### src/verilog/tvof_regs.vh
// Register offsets, fields, reset values and timing for the video output formatter
`ifndef TVOF_REGS_VH
`define TVOF_REGS_VH

`define TVOF_ADDR_CTRL      8'hcb
`define TVOF_ADDR_POL       8'hcc
`define TVOF_ADDR_TOFS_TL   8'he8
`define TVOF_ADDR_DLL_TRIM  8'he9
`define TVOF_ADDR_TOFS_TR   8'hea
`define TVOF_ADDR_TOFS_BL   8'hec
`define TVOF_ADDR_TOFS_BR   8'hee

`define TVOF_CTRL_RESET     8'h03
`define TVOF_POL_RESET      8'h41
`define TVOF_TOFS_RESET     8'h7f
`define TVOF_TRIM_RESET     8'h80

// Format field sits in control bits 5:4
`define TVOF_FMT_LSB        4
`define TVOF_FMT_MSB        5
`define TVOF_FMT_FULL       2'h0
`define TVOF_FMT_MSB8       2'h1
`define TVOF_FMT_SPLIT_LH   2'h2
`define TVOF_FMT_SPLIT_HL   2'h3

`define TVOF_POL_EDGE       0
`define TVOF_POL_LINE       1
`define TVOF_POL_FRAME      2
`define TVOF_POL_EXTRA_SYNC      3
`define TVOF_POL_SIGNED     4
`define TVOF_POL_RSVD       5
`define TVOF_POL_SATPIN     6
`define TVOF_POL_FORCE      7

`define TVOF_FULL_UNSIGNED  12'hfff
`define TVOF_FULL_SIGNED    12'h7ff
`define TVOF_SIGN_FLIP      12'h800

// Pixel clock half period in 5 ns system cycles
`define TVOF_CLK_NS         5
`define TVOF_HALF_NS        10
`define TVOF_HALF_CYCLES    (`TVOF_HALF_NS / `TVOF_CLK_NS)

`endif

### src/verilog/tvof_clkgen.v
// Pixel clock divider with launch-edge strobe
`timescale 1ns/10ps
`include "tvof_regs.vh"
module tvof_clkgen
#(
    parameter HALF = `TVOF_HALF_CYCLES
)
(
    input  wire clk_in,
    input  wire resetn_in,
    input  wire edge_rise_in,
    output wire pclk_out,
    output wire launch_out
);

    reg  [7:0] cnt_reg;
    reg        pclk_reg;
    wire       toggle;

    assign toggle     = (cnt_reg == HALF[7:0] - 8'h01);
    // Launch where the clock moves to the selected level
    assign launch_out = toggle & ((~pclk_reg) == edge_rise_in);
    assign pclk_out   = pclk_reg;

    // Free-running divider, never stops between frames
    always @(posedge clk_in)
    begin
        if (!resetn_in)
        begin
            cnt_reg  <= 8'h00;
            pclk_reg <= 1'b0;
        end
        else if (toggle)
        begin
            cnt_reg  <= 8'h00;
            pclk_reg <= ~pclk_reg;
        end
        else
        begin
            cnt_reg <= cnt_reg + 8'h01;
        end
    end
endmodule // tvof_clkgen

### src/verilog/tvof_pixcode.v
// Pixel value coding and beat layout
`timescale 1ns/10ps
module tvof_pixcode
(
    input  wire [11:0] raw_in,
    input  wire        sat_in,
    input  wire        signed_in,
    input  wire        force_in,
    input  wire [1:0]  fmt_in,
    input  wire        second_in,
    output reg  [11:0] data_out,
    output reg         low_beat_out
);
    `include "tvof_regs.vh"

    reg [11:0] val;

    // Low byte or high nibble placed on low lines
    function [11:0] tvof_byte;
        input [11:0] v;
        input        hi;
        begin
            tvof_byte = hi ? {8'h00, v[11:8]} : {4'h0, v[7:0]};
        end
    endfunction

    // Coding, forcing, then placement per format
    always @*
    begin
        val = signed_in ? (raw_in ^ `TVOF_SIGN_FLIP) : raw_in;
        if (force_in && sat_in)
            val = signed_in ? `TVOF_FULL_SIGNED : `TVOF_FULL_UNSIGNED;
        low_beat_out = 1'b1;
        case (fmt_in)
            `TVOF_FMT_FULL:
                data_out = val;
            `TVOF_FMT_MSB8:
                data_out = {4'h0, val[11:4]};
            `TVOF_FMT_SPLIT_LH:
            begin
                data_out     = tvof_byte(val, second_in);
                low_beat_out = ~second_in;
            end
            `TVOF_FMT_SPLIT_HL:
            begin
                data_out     = tvof_byte(val, ~second_in);
                low_beat_out = second_in;
            end
            default:
                data_out = val;
        endcase
    end
endmodule // tvof_pixcode

### src/verilog/tvof_formatter.v
// Video port output formatter: registers, beat sequencing, pin drivers
`timescale 1ns/10ps
`include "tvof_regs.vh"
module tvof_formatter
#(
    parameter HALF = `TVOF_HALF_CYCLES
)
(
    input  wire        clk_in,
    input  wire        resetn_in,
    input  wire [7:0]  reg_addr_in,
    input  wire [7:0]  reg_wdata_in,
    input  wire        reg_wr_in,
    input  wire        reg_rd_in,
    output reg  [7:0]  reg_rdata_out,
    input  wire        pix_valid_in,
    input  wire [11:0] pix_data_in,
    input  wire        pix_sat_in,
    input  wire        pix_line_in,
    input  wire        pix_frame_in,
    input  wire        pix_extra_sync_in,
    output reg         pix_ack_out,
    output wire        pixel_clock_out,
    output reg  [11:0] video_data_out,
    output reg         line_sync_out,
    output reg         frame_sync_out,
    output reg         extra_sync_sat_out
);

    localparam ST_NEXT   = 2'b01;
    localparam ST_SECOND = 2'b10;

    // Register file
    reg  [7:0]  ctrl_reg;
    reg  [7:0]  pol_reg;
    reg  [7:0]  tofs_tl_reg;
    reg  [7:0]  tofs_tr_reg;
    reg  [7:0]  tofs_bl_reg;
    reg  [7:0]  tofs_br_reg;
    reg  [7:0]  trim_reg;
    reg  [7:0]  rdata_next;

    // Beat state and latched pixel
    reg  [1:0]  state_reg;
    reg  [1:0]  state_next;
    reg  [11:0] pix_reg;
    reg         sat_reg;
    reg         line_reg;
    reg         frame_reg;
    reg         extra_sync_reg;
    reg         take;
    reg         second;

    wire        launch;
    wire        pclk;
    wire [1:0]  fmt;
    wire        split;
    wire [11:0] coded;
    wire        low_beat;
    wire [11:0] cur_pix;
    wire        cur_sat;
    wire        cur_line;
    wire        cur_frame;
    wire        cur_extra_sync;
    wire        shared_pin;

    assign fmt   = ctrl_reg[`TVOF_FMT_MSB:`TVOF_FMT_LSB];
    assign split = fmt[1];

    // Divider makes the pixel clock; launch pulses on chosen edge
    tvof_clkgen #(.HALF(HALF)) u_clkgen
    (
        .clk_in       (clk_in),
        .resetn_in    (resetn_in),
        .edge_rise_in (pol_reg[`TVOF_POL_EDGE]),
        .pclk_out     (pclk),
        .launch_out   (launch)
    );
    assign pixel_clock_out = pclk;

    // Register writes; reserved polarity bit kept at zero
    always @(posedge clk_in)
    begin
        if (!resetn_in)
        begin
            ctrl_reg    <= `TVOF_CTRL_RESET;
            pol_reg     <= `TVOF_POL_RESET;
            tofs_tl_reg <= `TVOF_TOFS_RESET;
            tofs_tr_reg <= `TVOF_TOFS_RESET;
            tofs_bl_reg <= `TVOF_TOFS_RESET;
            tofs_br_reg <= `TVOF_TOFS_RESET;
            trim_reg    <= `TVOF_TRIM_RESET;
        end
        else if (reg_wr_in)
        begin
            case (reg_addr_in)
                `TVOF_ADDR_CTRL:     ctrl_reg    <= reg_wdata_in;
                `TVOF_ADDR_POL:      pol_reg     <= reg_wdata_in & ~(8'h01 << `TVOF_POL_RSVD);
                `TVOF_ADDR_TOFS_TL:  tofs_tl_reg <= reg_wdata_in;
                `TVOF_ADDR_DLL_TRIM: trim_reg    <= reg_wdata_in;
                `TVOF_ADDR_TOFS_TR:  tofs_tr_reg <= reg_wdata_in;
                `TVOF_ADDR_TOFS_BL:  tofs_bl_reg <= reg_wdata_in;
                `TVOF_ADDR_TOFS_BR:  tofs_br_reg <= reg_wdata_in;
                default:             ctrl_reg    <= ctrl_reg;
            endcase
        end
    end

    // Read mux; unmapped addresses read zero
    always @*
    begin
        case (reg_addr_in)
            `TVOF_ADDR_CTRL:     rdata_next = ctrl_reg;
            `TVOF_ADDR_POL:      rdata_next = pol_reg;
            `TVOF_ADDR_TOFS_TL:  rdata_next = tofs_tl_reg;
            `TVOF_ADDR_DLL_TRIM: rdata_next = trim_reg;
            `TVOF_ADDR_TOFS_TR:  rdata_next = tofs_tr_reg;
            `TVOF_ADDR_TOFS_BL:  rdata_next = tofs_bl_reg;
            `TVOF_ADDR_TOFS_BR:  rdata_next = tofs_br_reg;
            default:             rdata_next = 8'h00;
        endcase
    end

    // Read data holds until the next read strobe
    always @(posedge clk_in)
    begin
        if (!resetn_in)
            reg_rdata_out <= 8'h00;
        else if (reg_rd_in)
            reg_rdata_out <= rdata_next;
    end

    // Beat sequencing: a new pixel only when no second beat is owed
    always @*
    begin
        take       = 1'b0;
        second     = 1'b0;
        state_next = state_reg;
        case (state_reg)
            ST_NEXT:
            begin
                if (launch && pix_valid_in)
                begin
                    take = 1'b1;
                    if (split)
                        state_next = ST_SECOND;
                end
            end
            ST_SECOND:
            begin
                second = 1'b1;
                if (launch)
                    state_next = ST_NEXT;
            end
            default:
                state_next = ST_NEXT;
        endcase
    end

    // Current beat uses fresh input on a take, latched pixel otherwise; frame sync always uses the live input
    assign cur_pix   = take ? pix_data_in : pix_reg;
    assign cur_sat   = take ? pix_sat_in : sat_reg;
    assign cur_line  = take ? pix_line_in : line_reg;
    assign cur_frame = pix_frame_in;
    assign cur_extra_sync = take ? pix_extra_sync_in : extra_sync_reg;

    tvof_pixcode u_pixcode
    (
        .raw_in       (cur_pix),
        .sat_in       (cur_sat),
        .signed_in    (pol_reg[`TVOF_POL_SIGNED]),
        .force_in     (pol_reg[`TVOF_POL_FORCE]),
        .fmt_in       (fmt),
        .second_in    (second),
        .data_out     (coded),
        .low_beat_out (low_beat)
    );

    // Saturation travels only with the low byte in split modes
    assign shared_pin = pol_reg[`TVOF_POL_SATPIN]
                        ? (cur_sat & low_beat)
                        : (cur_extra_sync ^ ~pol_reg[`TVOF_POL_EXTRA_SYNC]);

    // State and pixel latch
    always @(posedge clk_in)
    begin
        if (!resetn_in)
        begin
            state_reg <= ST_NEXT;
            pix_reg   <= 12'h000;
            sat_reg   <= 1'b0;
            line_reg  <= 1'b0;
            frame_reg <= 1'b0;
            extra_sync_reg <= 1'b0;
        end
        else
        begin
            state_reg <= state_next;
            if (take)
            begin
                pix_reg   <= pix_data_in;
                sat_reg   <= pix_sat_in;
                line_reg  <= pix_line_in;
                extra_sync_reg <= pix_extra_sync_in;
            end
            if (launch)
                frame_reg <= pix_frame_in;
        end
    end

    // Ack one cycle after a take, so the source can advance
    always @(posedge clk_in)
    begin
        if (!resetn_in)
            pix_ack_out <= 1'b0;
        else
            pix_ack_out <= take;
    end

    // Pins change only on launch, so they move with the chosen edge
    always @(posedge clk_in)
    begin
        if (!resetn_in)
        begin
            video_data_out <= 12'h000;
            line_sync_out  <= 1'b1;
            frame_sync_out <= 1'b1;
            extra_sync_sat_out  <= 1'b0;
        end
        else if (launch)
        begin
            if (take || second)
            begin
                video_data_out <= coded;
                line_sync_out  <= cur_line ^ ~pol_reg[`TVOF_POL_LINE];
                extra_sync_sat_out  <= shared_pin;
            end
            else
            begin
                // Idle beat: data low, line sync inactive
                video_data_out <= 12'h000;
                line_sync_out  <= ~pol_reg[`TVOF_POL_LINE];
                extra_sync_sat_out  <= pol_reg[`TVOF_POL_SATPIN] ? 1'b0 : ~pol_reg[`TVOF_POL_EXTRA_SYNC];
            end
            frame_sync_out <= cur_frame ^ ~pol_reg[`TVOF_POL_FRAME];
        end
    end
endmodule // tvof_formatter

### config.mk
export PLATFORM = sky130hd
export DESIGN_NAME = tvof_formatter
export DESIGN_NICKNAME = d
export VERILOG_FILES = /design/src/verilog/tvof_clkgen.v /design/src/verilog/tvof_pixcode.v /design/src/verilog/tvof_formatter.v
export VERILOG_INCLUDE_DIRS = /design/src /design/src/verilog
export SDC_FILE = /design/constraint.sdc
export NUM_CORES = 1
export LEC_CHECK = 0
export ABC_AREA = 0
export BUFFER_PORTS_ARGS = -buffer_cell sky130_fd_sc_hd__clkbuf_2
export CAP_MARGIN = 30
export CORE_ASPECT_RATIO = 0.7
export CORE_MARGIN = 2
export CORE_UTILIZATION = 30
export DETAILED_ROUTE_END_ITERATION = 7
export PLACE_DENSITY = 0.56
export SLEW_MARGIN = 20
export SYNTH_ARGS = -nofsm -noshare
export SYNTH_HDL_FRONTEND = slang
export SYNTH_HIERARCHICAL = 1
export SYNTH_SLANG_ARGS = --single-unit
### constraint.sdc
create_clock -name clk_in -period 3.5 [get_ports clk_in]
set_input_delay 0.525 -clock clk_in [delete_from_list [all_inputs] [get_ports clk_in]]
set_output_delay 0.525 -clock clk_in [all_outputs]
set_load 0.05 [all_outputs]
==> impl_results.md <==
* Multiplexer share of the synthesized area at 0.1545
* CTS root buf: clkbuf_16
* # fillers at roughly 1700
* Final setup vio count at 0
* Crit. End Element: flop
* Status: finished, final reports clean
* Insertion delay to the later sink of the worst-skew pair at 0.35 ns
* Slowest cell on crit path: or4b_4
* CTS H-tree lvls at 3
* Final WL at 12.43 mm
* Top delay family on crit path: simple AND/OR/NAND/NOR gates
* WHS Endpoint: extra_sync_reg$_SDFF_PN0_
* Antenna cells at 0
* Worst Hold Class: in2reg
* Post-Route Utilization at 0.3534
* Reg-to-reg startpoint: u_clkgen/cnt_reg[0]$_SDFF_PP0_
* Cts-stage hold buffer count at 0
* Chip Width at approximately 160 µm
* Setup Buffers After CTS at 0
* PnR worst setup slack at roughly 0.44 ns
* Post-synthesis xor/xnor area fraction at 0.01550
* Final Hold Viols at 0
* Synthesized area per cell at 9.554 µm²
* Wire length per cell at around 16 µm
* Post-DRT Antenna Nets at 0
* Synth warnings at 6
* WP data arrival at 3.35 ns
* WL met2 at 5.048 mm
* Initial antenna violation count at 0
* Final Cycle Share at 0.8749
* DR top layer: met4
* Placed Cells incl. Taps at approximately 790
* Core area at approximately 16000 µm²
* CP max stage delay at around 0.47 ns
* Place WS at ~0.47 ns
* Placer Congestion at between 0.8 and 0.9
* Main synth FF type: dfxtp_1
* Number of synthesized flops with an enable pin at 0
* Hold depth at 3
* Number of global-route vias before repair at 3727
* TNS Setup at 0 ns
* Main combinational cell family by area after synthesis: simple AND/OR/NAND/NOR gates
* Worst Path Max Fanout at 17
* DP Area at about 5500 µm²
* Max Clock Freq at 326.6 MHz
* Largest net degree at the start of global routing at 44
* Synthesis-to-finish area growth at 15.05%
* Buf/Inv on CP at 1
* Cts bufs inserted at 9
* Max-cap violations at 0
* HPWL Detailed at 9.006 mm
* Synth area leaders: dfxtp_1 42%, mux2i_1 11%, nand2_1 6.6%, nor2b_1 5.0%, a22oi_1 2.4%
* Reg2reg end: video_data_out[6]$_SDFFE_PN0P_
* RSZ-0062 raised after global routing: no
* Drt drc at 0
* CP Cell Sequence: ha_1 > or4b_4 > nor3_1 > buf_4 > and4b_1 > nand2_1 > nand2_1 > and2_4 > nor2_1 > a222oi_1 > a22oi_1 > nor2b_1
* Post-CTS sizing at 0
* Final std cells w/o fill at 801
* Crit start category: flop
* Fraction of layout cells with a size suffix above 1 at 0.1892
* IO Count at 62
* Most used cell, CP: nand2_1
* Maximum vdd drop at approximately 0.25 mV
* Vias at 3873
* Yosys cell types at a little over 60
* Port bufs at 61
* Initial DRC count at 290
* Mapped Area at around 5000 µm²
* CTS clk-pin slew, worst paths at 0.07 ns
* CP Class: reg2reg
* Total track usage at 0.1471
* Yosys top cell by area: dfxtp_1
* Initial Utilization at 0.3072
* Power Density at about 440 nW/µm²
* Non-Filler Cell Area, Final at between 5000 and 6000 µm²
* Rel. slew slack at 0.4426
* Synth Area in Compound Gates at 0.1257
* Initial DRT Pass Iterations at 4
* Final Max Tran Viols at 0
* Site Rows at 39
* Adder-Cell Fraction of Synth Area at 0.004999
* Area of the die at around 18000 µm²
* Synth async-reset ratio at 0
* Congestion Overflow GR at 0
* Leakage Power at approximately 2.4 nW
* Mapped Nets at approximately 560
* CTS max path bufs at 2
* Metal3 WL at between 800 and 900 µm
* Met1 Wirelength at approximately 6.4 mm
* Register area share after synthesis at 0.4199
* Worst Clk Skew at between 0.008 and 0.009 ns
* Vias per Instance at 4.835
* Simple logic cell fraction of the synthesized area at 0.2324
* Worst R2R Setup Slack at roughly 0.44 ns
* Hold path start: pix_extra_sync_in
* CTS tree: built
* # nets final at 610
* Die H at ~110 µm
* First-pass GRT wire length at around 20 mm
* Cells after Synth at roughly 520
* Minimum clock period at slightly above 3 ns
* Flops & latches, synth at approximately 110
* Slew @ Worst Pin at about 0.83 ns
* CP required at ~3.8 ns
* CTS Sinks at between 100 and 150
* Worst reg2reg path depth at 12
* Post-synth top area share at 0.4199
[worst max path at each step]
stage	startpoint	to	slack, ns	depth (start not counted)
after floorplan	u_clkgen/cnt_reg[0]$_SDFF_PP0_	video_data_out[4]$_SDFFE_PN0P_	0.58	12
after global placement	u_clkgen/cnt_reg[0]$_SDFF_PP0_	video_data_out[5]$_SDFFE_PN0P_	0.56	12
after detailed placement	u_clkgen/cnt_reg[0]$_SDFF_PP0_	video_data_out[6]$_SDFFE_PN0P_	0.47	12
after CTS	u_clkgen/cnt_reg[0]$_SDFF_PP0_	video_data_out[6]$_SDFFE_PN0P_	0.46	12
after global routing	u_clkgen/cnt_reg[0]$_SDFF_PP0_	video_data_out[4]$_SDFFE_PN0P_	0.14	12
final	u_clkgen/cnt_reg[0]$_SDFF_PP0_	video_data_out[6]$_SDFFE_PN0P_	0.44	12
[metrics by stage]
stage                     hold WS [ns]  power, mW
after global routing            0.4730      2.677
final                           0.4508      2.562
after CTS                       0.4466      2.599
after floorplan                 0.4358      1.463
after detailed placement        0.4515      1.561
after global placement          0.4420      1.556
[metal layers]
metal | vias to the layer above | GRT usage
met5 | - | 0
li1 | 1948 | -
met3 | 11 | 0.04324
met4 | 0 | 0.03544
met2 | 81 | 0.1968
met1 | 1833 | 0.2283
[cell usage after synthesis, drive strengths merged, types with 3 or more instances]
library cell    n
xnor2           5
nor2           15
mux2            3
nor3            8
nand2          88
nand3           7
xor2            3
o31ai           3
and2           18
mux2i          57
o22ai           3
clkbuf         15
or3             5
and3           10
a221oi         10
dfxtp         105
mux4            7
a22o            9
inv             8
buf            19
nand4           7
a21boi          3
a222oi          3
o211ai          4
a22oi          16
nor2b          40
o21ai          23
a21oi           6
[worst min-delay path, stage by stage]
cell and delay (ns):
clkbuf_2 0.10, nand2_1 0.05, a21boi_0 0.06
[cell families after synthesis]
group / Yosys count
buffers and inverters: 42
AOI/OAI and AO/OA: 87
xor gates and xnor gates: 8
DFF: 105
and+or+nand+nor: 213
adders and majority gates: 2
muxes: 67
[placed cells by master, fill, tap and decap left out, types with 10 or more instances in the layout]
cell type	count
dfxtp_1	105
and3_1	10
and2_1	17
clkbuf_2	61
o21ai_0	13
mux2i_1	57
a22oi_1	16
nor2_1	15
nor2b_1	40
o21ai_1	10
nand2_1	88
[power breakdown]
part / switching [mW] / internal [mW] / leakage (nW)
Sequential: 0.0177 / 1.22 / 0.849
Clock: 0.448 / 0.581 / 0.151
Combinational: 0.193 / 0.103 / 1.43
[final cells by class]
class                   count  area [µm²]  share of cell area
clock buffers              11       242.7             0.04215
clock inverters             5       61.31             0.01065
inverters                   8       30.03            0.005214
multi-input cells         377        2669              0.4634
flip-flops and latches    105        2102              0.3650
well taps                 225       281.5             0.04888
repair buffers             70       372.9             0.06474
Power figures use the tool's default switching activity.
